File: src/logic/i2c_port_consts.svh
`ifndef I2C_PORT_CONSTS_SVH
`define I2C_PORT_CONSTS_SVH
// Bus address choices, 7-bit form of the write-address bytes
`define ADDR_SEL0      7'h68
`define ADDR_SEL1      7'h6A
// Bits in a byte and bytes in the register address
`define BYTE_BITS      4'h8
`define LAST_BIT       3'h7
`define REG_ADDR_BYTES 2'h2
`define ZERO_BYTE      8'h00
`define ZERO_ADDR      16'h0000
`endif

File: src/logic/i2c_port_pkg.sv
package i2c_port_pkg;
   // Register access presented to the register file
   typedef struct packed {
      logic [15:0] addr;
      logic [7:0]  data;
   } reg_word_t;
   // Protocol states
   typedef enum logic [6:0] {
      ST_IDLE  = 7'b0000001,
      ST_ADDR  = 7'b0000010,
      ST_AACK  = 7'b0000100,
      ST_WBYTE = 7'b0001000,
      ST_WACK  = 7'b0010000,
      ST_RBYTE = 7'b0100000,
      ST_RACK  = 7'b1000000
   } i2c_state_t;
endpackage

File: src/logic/i2c_target_port.sv
// Operation
// - The block answers as a target only, at one of two bus addresses chosen by a select input.
// - It supports block writes and block reads of several consecutive register bytes per transaction.
// - The first two bytes after a write address form the 16-bit starting register address.
// - Registers are stepped in ascending order, one byte each, shifted most significant bit first.
// - A transfer may end after any complete byte and the block accepts it.
// - Acknowledged write bytes, up to FIFO_DEPTH per transaction, are buffered, committed after STOP and dropped at a repeated START; further bytes are NACKed.
`include "i2c_port_consts.svh"

// ----------------------------------------------------------------
// Write buffer FIFO
// ----------------------------------------------------------------
module word_fifo #(
   parameter int WIDTH = 24,
   parameter int DEPTH = 8
) (
   input  wire logic             core_clk,
   input  wire logic             rstn,
   input  wire logic             flush,
   input  wire logic             in_valid,
   output logic                  in_ready,
   input  wire logic [WIDTH-1:0] in_data,
   output logic                  out_valid,
   input  wire logic             out_ready,
   output logic [WIDTH-1:0]      out_data
);
   localparam int AW = (DEPTH > 1) ? $clog2(DEPTH) : 1;
   // Depth must be a power of two for the wrap bit compare
   if (DEPTH < 2 || (DEPTH & (DEPTH - 1)) != 0) begin : g_depth_chk
      $error("word_fifo depth must be a power of two");
   end
   logic [WIDTH-1:0] mem_reg [DEPTH];
   logic [AW:0]      wr_reg;
   logic [AW:0]      rd_reg;
   wire              push = in_valid && in_ready;
   wire              pop  = out_valid && out_ready;
   // Honest full and empty from pointer compare
   assign in_ready  = !((wr_reg[AW] != rd_reg[AW]) && (wr_reg[AW-1:0] == rd_reg[AW-1:0]));
   assign out_valid = (wr_reg != rd_reg);
   assign out_data  = mem_reg[rd_reg[AW-1:0]];
   // Pointers
   always_ff @(posedge core_clk or negedge rstn) begin
      if (!rstn) begin
         wr_reg <= '0;
         rd_reg <= '0;
      end else if (flush) begin
         wr_reg <= '0;
         rd_reg <= '0;
      end else begin
         if (push) wr_reg <= wr_reg + 1'b1;
         if (pop) rd_reg <= rd_reg + 1'b1;
      end
   end
   // Storage
   always_ff @(posedge core_clk) begin
      if (push) mem_reg[wr_reg[AW-1:0]] <= in_data;
   end
endmodule // word_fifo

// ----------------------------------------------------------------
// I2C target with commit-on-STOP
// ----------------------------------------------------------------
module i2c_target_port
   import i2c_port_pkg::*;
#(
   parameter int FIFO_DEPTH = 8
) (
   input  wire logic                   core_clk,
   input  wire logic                   rstn,
   input  wire logic                   addr_sel,
   input  wire logic                   scl_in,
   input  wire logic                   sda_in,
   output logic                        sda_out,
   output logic                        sda_oe,
   output i2c_port_pkg::reg_word_t     wr_word,
   output logic                        wr_valid,
   input  wire logic                   wr_ready,
   output logic [15:0]                 rd_addr,
   input  wire logic [7:0]             rd_data,
   output logic                        busy
);
   import i2c_port_pkg::*;
   // Buffer needs at least two words
   if (FIFO_DEPTH < 2) begin : g_depth_chk
      $error("FIFO_DEPTH too small");
   end

   // Pin synchronisers
   logic [1:0] scl_sync_reg;
   logic [1:0] sda_sync_reg;
   logic       scl_d_reg;
   logic       sda_d_reg;
   always_ff @(posedge core_clk or negedge rstn) begin
      if (!rstn) begin
         scl_sync_reg <= 2'h3;
         sda_sync_reg <= 2'h3;
         scl_d_reg    <= 1'b1;
         sda_d_reg    <= 1'b1;
      end else begin
         scl_sync_reg <= {scl_sync_reg[0], scl_in};
         sda_sync_reg <= {sda_sync_reg[0], sda_in};
         scl_d_reg    <= scl_sync_reg[1];
         sda_d_reg    <= sda_sync_reg[1];
      end
   end

   // Edge and condition decode
   wire scl      = scl_sync_reg[1];
   wire sda      = sda_sync_reg[1];
   wire scl_rise = scl && !scl_d_reg;
   wire scl_fall = !scl && scl_d_reg;
   wire start_c  = scl && scl_d_reg && sda_d_reg && !sda;
   wire stop_c   = scl && scl_d_reg && !sda_d_reg && sda;

   i2c_state_t  state_reg;
   logic [7:0]  shift_reg;
   logic [3:0]  bitcnt_reg;
   logic [1:0]  abytes_reg;
   logic [15:0] ptr_reg;
   logic        rw_reg;
   logic        match_reg;
   logic        nack_reg;
   logic        commit_reg;
   logic        drive_reg;
   logic        drive_val_reg;

   wire [6:0] own_addr  = addr_sel ? `ADDR_SEL1 : `ADDR_SEL0;
   wire       addr_hit  = (shift_reg[7:1] == own_addr);
   wire       byte_done = (bitcnt_reg == `BYTE_BITS);
   wire       is_addr   = (abytes_reg != `REG_ADDR_BYTES);

   // Buffer between the link and the register file
   reg_word_t fifo_in;
   reg_word_t fifo_out;
   logic      fifo_in_ready;
   logic      fifo_out_valid;
   // Each acknowledged data byte of a block is queued
   wire       fifo_push = (state_reg == ST_WACK) && scl_rise && !is_addr && !nack_reg;
   assign fifo_in.addr = ptr_reg;
   assign fifo_in.data = shift_reg;
   wire fifo_drain = commit_reg && (!wr_valid || wr_ready);
   // Discard buffered bytes on a new START unless the commit window is open
   wire fifo_flush = start_c && !commit_reg;
   word_fifo #(.WIDTH($bits(reg_word_t)), .DEPTH(FIFO_DEPTH)) u_fifo (
      .core_clk (core_clk),
      .rstn     (rstn),
      .flush    (fifo_flush),
      .in_valid (fifo_push),
      .in_ready (fifo_in_ready),
      .in_data  (fifo_in),
      .out_valid(fifo_out_valid),
      .out_ready(fifo_drain),
      .out_data (fifo_out)
   );

   // Protocol state machine
   always_ff @(posedge core_clk or negedge rstn) begin
      if (!rstn) begin
         state_reg  <= ST_IDLE;
         shift_reg  <= `ZERO_BYTE;
         bitcnt_reg <= 4'h0;
         abytes_reg <= 2'h0;
         ptr_reg    <= `ZERO_ADDR;
         rw_reg     <= 1'b0;
         match_reg  <= 1'b0;
         nack_reg   <= 1'b0;
      end else if (start_c) begin
         state_reg  <= ST_ADDR;
         bitcnt_reg <= 4'h0;
         match_reg  <= 1'b0;
      end else if (stop_c) begin
         // Early end accepted at any point
         state_reg <= ST_IDLE;
      end else begin
         case (state_reg)
            ST_IDLE: begin
               bitcnt_reg <= 4'h0;
            end
            ST_ADDR: begin
               if (scl_rise) begin
                  shift_reg  <= {shift_reg[6:0], sda};
                  bitcnt_reg <= bitcnt_reg + 4'h1;
               end else if (scl_fall && byte_done) begin
                  if (addr_hit) begin
                     state_reg  <= ST_AACK;
                     rw_reg     <= shift_reg[0];
                     match_reg  <= 1'b1;
                     // Write address restarts register address capture
                     if (!shift_reg[0]) abytes_reg <= 2'h0;
                  end else begin
                     state_reg <= ST_IDLE;
                  end
               end
            end
            ST_AACK: begin
               if (scl_fall) begin
                  bitcnt_reg <= 4'h0;
                  state_reg  <= rw_reg ? ST_RBYTE : ST_WBYTE;
                  if (rw_reg) shift_reg <= rd_data;
               end
            end
            ST_WBYTE: begin
               if (scl_rise) begin
                  shift_reg  <= {shift_reg[6:0], sda};
                  bitcnt_reg <= bitcnt_reg + 4'h1;
               end else if (scl_fall && byte_done) begin
                  state_reg <= ST_WACK;
                  nack_reg  <= !is_addr && !fifo_in_ready;
               end
            end
            ST_WACK: begin
               if (scl_rise) begin
                  // Two address bytes, high byte first
                  if (is_addr) begin
                     ptr_reg    <= {ptr_reg[7:0], shift_reg};
                     abytes_reg <= abytes_reg + 2'h1;
                  end else if (!nack_reg) begin
                     ptr_reg <= ptr_reg + 16'h0001;
                  end
               end else if (scl_fall) begin
                  bitcnt_reg <= 4'h0;
                  state_reg  <= ST_WBYTE;
               end
            end
            ST_RBYTE: begin
               if (scl_fall) begin
                  shift_reg  <= {shift_reg[6:0], 1'b0};
                  bitcnt_reg <= bitcnt_reg + 4'h1;
                  if (bitcnt_reg == {1'b0, `LAST_BIT}) begin
                     state_reg <= ST_RACK;
                     ptr_reg   <= ptr_reg + 16'h0001;
                  end
               end
            end
            ST_RACK: begin
               if (scl_rise) begin
                  nack_reg <= sda;
               end else if (scl_fall) begin
                  bitcnt_reg <= 4'h0;
                  shift_reg  <= rd_data;
                  state_reg  <= nack_reg ? ST_IDLE : ST_RBYTE;
               end
            end
            default: begin
               state_reg <= ST_IDLE;
            end
         endcase
      end
   end

   // SDA drive: low for ACK, data zeros while reading
   wire drv_ack  = (state_reg == ST_AACK) || ((state_reg == ST_WACK) && !nack_reg);
   wire drv_data = (state_reg == ST_RBYTE) && !shift_reg[7];
   always_ff @(posedge core_clk or negedge rstn) begin
      if (!rstn) begin
         drive_reg     <= 1'b0;
         drive_val_reg <= 1'b1;
      end else begin
         drive_reg     <= drv_ack || drv_data;
         drive_val_reg <= 1'b0;
      end
   end
   assign sda_oe  = drive_reg;
   assign sda_out = drive_val_reg;

   // Commit window opens at STOP and closes when drained
   always_ff @(posedge core_clk or negedge rstn) begin
      if (!rstn) begin
         commit_reg <= 1'b0;
      end else if (stop_c && match_reg && !rw_reg) begin
         commit_reg <= 1'b1;
      end else if (!fifo_out_valid && (!wr_valid || wr_ready)) begin
         // Close only once the last word has been taken
         commit_reg <= 1'b0;
      end
   end

   // Register-file write port and read address
   always_ff @(posedge core_clk or negedge rstn) begin
      if (!rstn) begin
         wr_valid <= 1'b0;
         wr_word  <= '0;
         rd_addr  <= `ZERO_ADDR;
         busy     <= 1'b0;
      end else begin
         if (fifo_drain) begin
            wr_valid <= fifo_out_valid;
            wr_word  <= fifo_out;
         end
         rd_addr <= ptr_reg;
         busy    <= (state_reg != ST_IDLE) || commit_reg || wr_valid;
      end
   end
endmodule // i2c_target_port

File: config.mk
export PLATFORM = sky130hd
export DESIGN_NAME = i2c_target_port
export DESIGN_NICKNAME = d
export VERILOG_FILES = /design/src/logic/i2c_port_pkg.sv /design/src/logic/i2c_target_port.sv
export VERILOG_INCLUDE_DIRS = /design/src /design/src/logic
export SDC_FILE = /design/constraint.sdc
export NUM_CORES = 1
export LEC_CHECK = 0
export BUFFER_PORTS_ARGS = -buffer_cell sky130_fd_sc_hd__buf_2
export CAP_MARGIN = 20
export CORE_ASPECT_RATIO = 0.9
export CORE_UTILIZATION = 60
export DETAILED_ROUTE_END_ITERATION = 10
export GPL_TIMING_DRIVEN = 0
export PLACE_DENSITY = 0.78
export SYNTH_ARGS = -nofsm -noshare
export SYNTH_HDL_FRONTEND = slang
export SYNTH_HIERARCHICAL = 1
export SYNTH_SLANG_ARGS = --single-unit
File: constraint.sdc
create_clock -name core_clk -period 7.5 [get_ports core_clk]
set_input_delay 1.5 -clock core_clk [delete_from_list [all_inputs] [get_ports core_clk]]
set_output_delay 1.5 -clock core_clk [all_outputs]
set_load 0.02 [all_outputs]
==> impl_results.md, run 1 <==
- CP cell instances: buf_2 > nor3_4 > nand3_1 > nor4_1 > nand2_1 > nor4b_2 > buf_4 > buf_4
- Max incr delay on CP: between 1 and 1.5 ns
- Post-Syn Nets: between 700 and 800
- Switching power: roughly 1.3 mW
- Failing checks: design-rule violations
- Crit Path Max Fanout: 9
- Dominant synthesized flop cell: edfxtp_1
- Setup Buffers After CTS: 0
- Io pins: a little under 60
- Max FFs per register: approximately 190
- Status: finished with violations
- P_int: 3.25 mW
- Clock network fraction of design power: 32.7%
- FFs w/ async S/R, synth: about a third
- Area delta synth->final: 15.0%
- Htree depth: 1
- Commonest cells post-synth: 192 x edfxtp_1, 91 x dfrtp_1, 58 x mux2_2
- Post-layout net count: ~900
- Clk pin slew, worst setup/hold paths: approximately 0.06 ns
- PwrDens: between 300 and 400 mW/mm^2
- Synthesized area per cell: ~16 sq um
- RSZ-0062 raised after global routing: false
- Pre-Repair DR Iteration Count: 9
- Hold crit path type: reg -> reg
- Number of cell rows: 49
- Critical-path top delay cell: nor4_1
- Total congestion overflow: 0
- Total vias in the final route: 7,383
- Final setup fails: 0
- DRT iter0 DRCs: between 600 and 700
- Die area: ~0.021 sq mm
- Final Wtd Congestion: roughly 0.9
- Cells after Synth: 760
- Clock Sinks: approximately 290
- Pins Over Slew Limit: 0
- Synthesized cell area: between 0.01 and 0.015 sq mm
- Dpl hpwl: 18,200 um
- Core Box Area: 0.0201 sq mm
- DRT Wirelength: roughly 28,000 um
- CP arrival: roughly 4.3 ns
- Num CTS Buffers: 28
- Synth area leader: edfxtp_1
- Fin crit period: ~4.1 ns
- Final setup TNS: 0 ns
- Critical path class: reg -> reg
- Crit path top cell by count: buf_4
- Final hold viol count: 0
- Synth unique cells: between 70 and 80
- Most frequent cell after synthesis: edfxtp_1
- WP buf/inv: 3
- Sw frac: 29.0%
- Synth warn: 6
- Post-synthesis sequential area ratio: approximately two thirds
- Layout filler cell count: approximately 1,300
- Starting Density: 61.5%
- Seq pwr share: between 40% and 50%
- Yosys top cell area share: between 40% and 50%
- Cell family with most CP delay: simple AND/OR/NAND/NOR gates
- Reg-to-reg slack, setup: about 3.4 ns
- Post-synth EDFFs: around 190
- Root Driver: clkbuf_16
- Headroom to the max-slew limit: between 10% and 20%
- Startpoint class of the critical path: register
- Number of global-route vias before repair: approximately 7,400
- Layout Skew: approximately 0.015 ns
- CTS tree: yes
- Synth area leaders: edfxtp_1 47%, dfrtp_1 18%, mux4_2 8.7%
- Remaining antenna violation count after routing: 0
- Drt wl/cell: 24.2 um
- Comb power frac: a little under a quarter
- Routed vias/inst: 6.46
- Largest net degree at the start of global routing: 64
- CTS-repair resized insts: 0
- # diodes: 0
- Pwr Total: 4.58 mW
- CP Capture Type: register
- First-pass GRT wire length: about 43,000 um
- Final Cycle Share: between 50% and 60%
- Max frequency: 247 MHz
- Gr usage total: between 20% and 30%
- Max-Cap Viols: 0
- Share of layout cells above drive strength 1: around a third
- Hold buffers post-CTS: 0
- Die width: 153 um
- Initial antenna violation count: 0
- IO Port Bufs: between 50 and 60
- CTS max path bufs: 3
- Yosys reg bits: slightly below 300
- Die H: around 140 um
- Maximum vdd ir drop: between 0.0002 and 0.00025 V
- DRC Markers: 1
- Least-Margin Pin Slew: roughly 1.2 ns
- CP required: 7.74 ns
- Lkg Pwr: ~5 nW
- Clock latency on the worst-skew pair: ~0.54 ns
## layout make-up
class	count	area (sq um)	share of cell area [%]
clock buffer	42	886	6.23
inverter	13	48.8	0.343
sequential	291	8250	58.0
multi-input combinational	414	3860	27.2
tap	255	319	2.24
buffer	42	256	1.80
timing repair buffer	75	473	3.32
clock inverter	10	126	0.888
## power groups by stage
stage / registers, mW / logic [mW] / clock network, mW
after CTS: 1.99 / 1.10 / 1.52
after detailed placement: 2.02 / 1.09 / 0
after floorplan: 2.06 / 0.702 / 0
final: 1.98 / 1.10 / 1.50
after global placement: 2.00 / 1.06 / 0
after global routing: 2.00 / 1.16 / 1.57
## path summary, 6_finish.rpt
| check | depth (start not counted) | endpoint | startpoint |
|---|---|---|---|
| max in group asynchronous | 2 | scl_d_reg | rstn |
| worst max register to register | 8 | u_fifo/mem_reg[5][12] | state_reg[1] |
| worst min register to register | 0 | scl_sync_reg[1] | scl_sync_reg[0] |
| worst max-delay path | 8 | u_fifo/mem_reg[5][12] | state_reg[1] |
| worst min-delay path | 0 | scl_sync_reg[1] | scl_sync_reg[0] |
| min in group asynchronous | 1 | wr_word[16] | rstn |
## routing by layer
metal | part of all wire [%] | global-route usage [%]
met4 | 2.3 | 6.16
met2 | 47 | 43.0
met5 | 0 | 0
met1 | 43 | 38.6
met3 | 7.5 | 4.42
## metrics by stage
step,area [sq um],hold WS (ns),instances,setup WS (ns),util [%]
3_5_place_dp,13200,0.347,1090,3.59,65.7
5_1_grt,14200,0.362,1142,3.31,70.7
3_3_place_gp,13000,0.346,1072,0.0941,64.5
4_1_cts,14200,0.359,1142,3.54,70.7
2_1_floorplan,12400,0.345,760,2.82,-
6_report,14200,0.357,1142,3.45,70.7
## logic make-up after synthesis
group / after synthesis / share of synthesized area (%)
fa+ha+maj: 6 / 0.607
mux: 124 / 15.6
buf+inv: 55 / 2.47
xor+xnor: 12 / 0.971
compound gates: 100 / 5.78
flops: 291 / 66.7
simple gates: 171 / 7.85
other cells: 1 / 0.0303
## cells in the final DEF, fill, tap and decap left out, drive strengths merged, types with 3 or more instances in the layout
cell type,synthesis,routed
or3,4,4
nor4,7,7
a211oi,4,4
dfstp,8,8
o31ai,4,4
o22ai,4,4
nand3,22,22
a21oi,24,24
a31oi,5,5
nand2,31,31
xnor2,5,5
nand4,14,14
a2bb2oi,7,7
mux2,69,69
nor4b,7,7
nor3b,3,3
nand2b,9,9
dfrtp,91,91
mux4,48,48
edfxtp,192,192
o211ai,4,4
clkbuf,18,60
inv,13,13
a41oi,3,3
xor2,7,7
nor2b,14,14
bufinv,0,3
nor2,29,29
nor3,12,12
o21ai,18,18
clkinv,0,6
and3,8,8
ha,6,6
buf,24,99
a211o,3,3
mux2i,7,7
(Power assumes the default switching activity.)
==> inputs of run 2 (changes only) <==
- clock period: 7.5 -> 3.8 ns (I/O delays scaled with it)
==> impl_results.md, run 2 (same netlist as run 1, synthesis figures left out) <==
- Status: completed
- PwrDens: about 650 mW/mm^2
- Share of layout cells above drive strength 1: about 33%
- Area delta synth->final: 16.3%
- Post-layout net count: between 800 and 900
- Lkg Pwr: roughly 5.0 nW
- Sw frac: just under 30%
- Cell area after layout: roughly 0.014 sq mm
- Least-Margin Pin Slew: 0.955 ns
- IO Port Bufs: 57
- Largest net degree at the start of global routing: a little over 70
- Final setup fails: 0
- Switching power: ~2.7 mW
- Comb power frac: approximately a quarter
- Cell family with most CP delay: simple AND/OR/NAND/NOR gates
- Pre-Repair DR Iteration Count: 7
- Root Driver: clkbuf_16
- Io pins: 58
- Non-filler instance count after layout: approximately 1,100
- CP arrival: ~3.8 ns
- CTS tree: yes
- Number of cell rows: between 40 and 50
- Core Box Area: between 0.02 and 0.025 sq mm
- Final hold viol count: 0
- Clock latency on the worst-skew pair: 0.55 ns
- Hold crit path type: in -> async
- DRC Markers: 0
- Htree depth: 1
- Starting Density: about three fifths
- Clk pin slew, worst setup/hold paths: about 0.060 ns
- Clock Sinks: 291
- Dpl cells: ~1,100
- Die area: about 0.021 sq mm
- Pins Over Slew Limit: 0
- Headroom to the max-slew limit: 36.2%
- Maximum vdd ir drop: between 0.0005 and 0.0006 V
- Setup WS pre-CTS: -0.209 ns
- Layout filler cell count: 1,244
- Final setup TNS: 0 ns
- Total vias in the final route: 7,483
- Die width: ~150 um
- Critical-path top delay cell: nor4_2
- Dpl hpwl: 18,600 um
- Final WS setup: around 0.27 ns
- Max FFs per register: 192
- First-pass GRT wire length: about 45,000 um
- Remaining antenna violation count after routing: 0
- Total congestion overflow: 0
- DRT iter0 DRCs: 710
- CTS max path bufs: 3
- Max frequency: ~280 MHz
- WP buf/inv: 5
- Gr usage total: 28.3%
- Seq pwr share: 42.3%
- Hold buffers post-CTS: 0
- Most frequent cells in the layout: 192 x edfxtp_1, 91 x dfrtp_1, 68 x buf_2
- Multi-input gate area: a little under 0.004 sq mm
- Num CTS Buffers: 28
- CP Capture Type: register
- Final Wtd Congestion: roughly 0.88
- Crit path top cell by count: buf_4
- # diodes: 0
- Clock network fraction of design power: 34.2%
- CP required: just over 4 ns
- Crit Path Max Fanout: 9
- DRT Wirelength: 29,200 um
- Routed vias/inst: approximately 6.5
- Max-Cap Viols: 0
- Drt wl/cell: roughly 25 um
- Initial antenna violation count: 0
- Max incr delay on CP: ~0.65 ns
- Critical path class: reg -> reg
- P_int: about 6.6 mW
- Die H: 138 um
- WHS: around 0.16 ns
- Reg area: 0.00825 sq mm
- Layout Skew: 0.00877 ns
- CP cell instances: buf_2 > nor3_4 > nand3_1 > nor4_2 > nand2_1 > nor4b_2 > buf_4 > buf_4 > buf_4 > buf_4
- DP Area: between 0.01 and 0.015 sq mm
- Number of global-route vias before repair: about 7,600
- Final Cycle Share: a little over 90%
- Fin crit period: around 3.5 ns
- Commonest non-fill, non-tap cell in the layout: edfxtp_1
- Startpoint class of the critical path: register
- RSZ-0062 raised after global routing: false
## run 2: cell type report
| type | count | share of cell area [%] |
|---|---|---|
| inverters | 13 | 0.339 |
| flip-flops and latches | 291 | 57.3 |
| repair buffers | 80 | 3.89 |
| well taps | 255 | 2.22 |
| clock buffers | 30 | 5.14 |
| clock inverters | 22 | 2.31 |
| plain buffers | 42 | 1.78 |
| multi-input cells | 414 | 27.0 |
## run 2: what timing repair did
item                                    in CTS  in global routing
setup buffers                                0                  5
gates resized for setup                      1                  0
endpoints found under the setup margin      37                 37
pin swaps                                    0                  2
## run 2: metrics by stage
step,util (%),power [mW]
after floorplan,-,5.46
after global placement,64.6,6.05
after detailed placement,66.0,6.14
after CTS,71.4,9.32
after global routing,71.6,9.61
final,71.6,9.29
## run 2: routing by layer
layer  vias to the layer above  global-route usage, %  part of all wire (%)
met4                         0                   7.32                   2.3
li1                       3216                      -                     -
met3                        50                   4.83                   7.3
met2                       352                   47.0                    49
met5                         -                      0                     0
met1                      3865                   39.5                    41
## run 2: worst reg2reg max path: stages (launching register included)
cell,delay (ns)
dfrtp_1,0.36
buf_2,0.19
nor3_4,0.38
nand3_1,0.28
nor4_2,0.65
nand2_1,0.26
nor4b_2,0.28
buf_4,0.23
buf_4,0.21
buf_4,0.21
buf_4,0.19
## run 2: path summary, 6_finish.rpt
check	to	slack, ns	start	cells after the start
setup / recovery	u_fifo/mem_reg[5][10]	0.27	state_reg[1]	10
min in group core_clk	sda_sync_reg[0]	0.30	sda_in	1
max in group asynchronous	state_reg[0]	2.89	rstn	2
hold reg to reg	sda_sync_reg[1]	0.36	sda_sync_reg[0]	0
hold / removal	wr_word[18]	0.16	rstn	1
setup reg to reg	u_fifo/mem_reg[5][10]	0.27	state_reg[1]	10
## run 2: power by group through the flow
stage / combinational (mW) / clock, mW / sequential (mW)
2_1_floorplan: 1.39 / 0 / 4.07
3_3_place_gp: 2.09 / 0 / 3.96
3_5_place_dp: 2.16 / 0 / 3.98
4_1_cts: 2.18 / 3.21 / 3.93
5_1_grt: 2.33 / 3.33 / 3.96
6_report: 2.18 / 3.18 / 3.93
==> inputs of run 3 (changes only) <==
- REMOVE_ABC_BUFFERS: not set -> 1
==> impl_results.md, run 3 (same netlist as run 1, synthesis figures left out) <==
- Final hold viol count: 0
- Cell family with most CP delay: simple AND/OR/NAND/NOR gates
- Initial antenna violation count: 0
- Commonest non-fill, non-tap cell in the layout: edfxtp_1
- Status: completed
- Clock network fraction of design power: between 30% and 40%
- Pre-Repair DR Iteration Count: 6
- Lkg Pwr: a little under 5 nW
- Share of layout cells above drive strength 1: between 30% and 40%
- Dpl cells: around 1,100
- Critical path class: reg -> reg
- CP Capture Type: register
- CP required: roughly 4.0 ns
- Max frequency: approximately 280 MHz
- Largest net degree at the start of global routing: 67
- Cell area after layout: about 0.014 sq mm
- Total congestion overflow: 0
- Least-Margin Pin Slew: ~0.95 ns
- Die width: between 150 and 200 um
- Remaining antenna violation count after routing: 0
- Most frequent cells in the layout: 192 x edfxtp_1, 88 x dfrtp_1, 58 x mux2_2
- Starting Density: between 60% and 70%
- WHS: between 0.15 and 0.2 ns
- Clock Sinks: between 200 and 300
- Clock latency on the worst-skew pair: 0.54 ns
- RSZ-0062 raised after global routing: false
- CTS tree: yes
- Final Wtd Congestion: ~0.87
- Routed vias/inst: ~6.5
- FF-to-FF path depth: 7
- # diodes: 0
- Clk pin slew, worst setup/hold paths: 0.07 ns
- Area delta synth->final: 13.6%
- Worst reg2reg endpoint: u_fifo/mem_reg[0][11]
- Hold buffers post-CTS: 0
- Non-filler instance count after layout: approximately 1,100
- Comb power frac: around 20%
- Number of cell rows: 49
- DRT Wirelength: approximately 27,000 um
- Fin crit period: 3.53 ns
- Die area: roughly 0.021 sq mm
- DP Area: about 0.013 sq mm
- Die H: between 100 and 150 um
- Pins Over Slew Limit: 0
- Core Box Area: 0.0201 sq mm
- Total vias in the final route: 7,165
- Number of global-route vias before repair: 7,166
- Critical-path top delay cell: nor3_2
- Final setup TNS: 0 ns
- Layout Skew: ~0.023 ns
- Hold crit path type: in -> async
- Max incr delay on CP: slightly below 0.7 ns
- Reg-to-reg slack, setup: ~0.27 ns
- DRT iter0 DRCs: between 500 and 600
- IO Port Bufs: 57
- Final Cycle Share: between 90% and 100%
- Dpl hpwl: about 17,000 um
- PwrDens: 624 mW/mm^2
- P_int: between 6 and 7 mW
- CTS max path bufs: 3
- Sw frac: between 20 and 30%
- Crit Path Max Fanout: 9
- DRC Markers: 0
- R2r startpoint: state_reg[1]
- Max-Cap Viols: 0
- Drt wl/cell: between 20 and 25 um
- Final setup fails: 0
- CP cell instances: nor3_4 > nand3_1 > nor4_2 > inv_1 > or3_1 > nor3_2 > buf_6
- CP arrival: about 3.8 ns
- First-pass GRT wire length: 41,900 um
- Io pins: just under 60
- Htree depth: 1
- Headroom to the max-slew limit: between 30% and 40%
- Maximum vdd ir drop: between 0.0004 and 0.0005 V
- WP buf/inv: 2
- Gr usage total: approximately a quarter
- Root Driver: clkbuf_16
- Seq pwr share: 47.6%
- Num CTS Buffers: 29
- Max FFs per register: about 190
- Startpoint class of the critical path: register
- Post-layout net count: 851
- Switching power: 2.58 mW
[run 3: timing repair]
| action | CTS | global route |
|---|---|---|
| buffers inserted | 0 | 0 |
| pin swaps | 0 | 0 |
| resized for setup | 1 | 1 |
| setup endpoints to repair | 13 | 83 |
[run 3: worst max-delay path by stage]
stage / from / cells past startpoint / end
final: state_reg[1] / 7 / u_fifo/mem_reg[0][11]
after floorplan: u_fifo/rd_reg[0] / 3 / u_fifo/mem_reg[5][0]
after global routing: state_reg[1] / 7 / u_fifo/mem_reg[0][2]
after global placement: u_fifo/rd_reg[0] / 3 / u_fifo/mem_reg[5][0]
after CTS: state_reg[1] / 7 / u_fifo/mem_reg[0][11]
after detailed placement: state_reg[1] / 7 / u_fifo/mem_reg[6][8]
[run 3: cell type report]
cell class | instances | area [sq um]
Multi-Input combinational cell | 414 | 3890
Tap cell | 255 | 319
Clock inverter | 18 | 191
Clock buffer | 35 | 768
Inverter | 13 | 48.8
Sequential cell | 291 | 8260
Timing Repair Buffer | 82 | 578
Fill cell | 1269 | 6050
[run 3: metal layers]
metal  vias to the layer above  global-route usage (%)  part of all wire (%)
met2                       287                    41.6                    49
met3                        35                    3.61                   6.7
li1                       3130                       -                     -
met1                      3713                    38.6                    43
met5                         -                       0                     0
met4                         0                    7.16                   1.9
[run 3: power groups by stage]
stage	Sequential (mW)	Combinational, mW	Clock (mW)
finish	4.18	1.74	2.85
global placement	4.32	1.55	0
detailed placement	4.24	1.73	0
CTS	4.18	1.74	2.89
global route	4.24	1.86	3.00
floorplan	4.32	1.02	0
[run 3: metrics by stage]
stage	worst slack (ns)	power (mW)	utilization (%)
final	0.267	8.77	69.9
after global routing	0.0151	9.11	69.9
after CTS	0.117	8.81	69.8
after detailed placement	-0.0848	5.97	65.0
after global placement	-5.06	5.87	63.3
after floorplan	-1.79	5.34	-
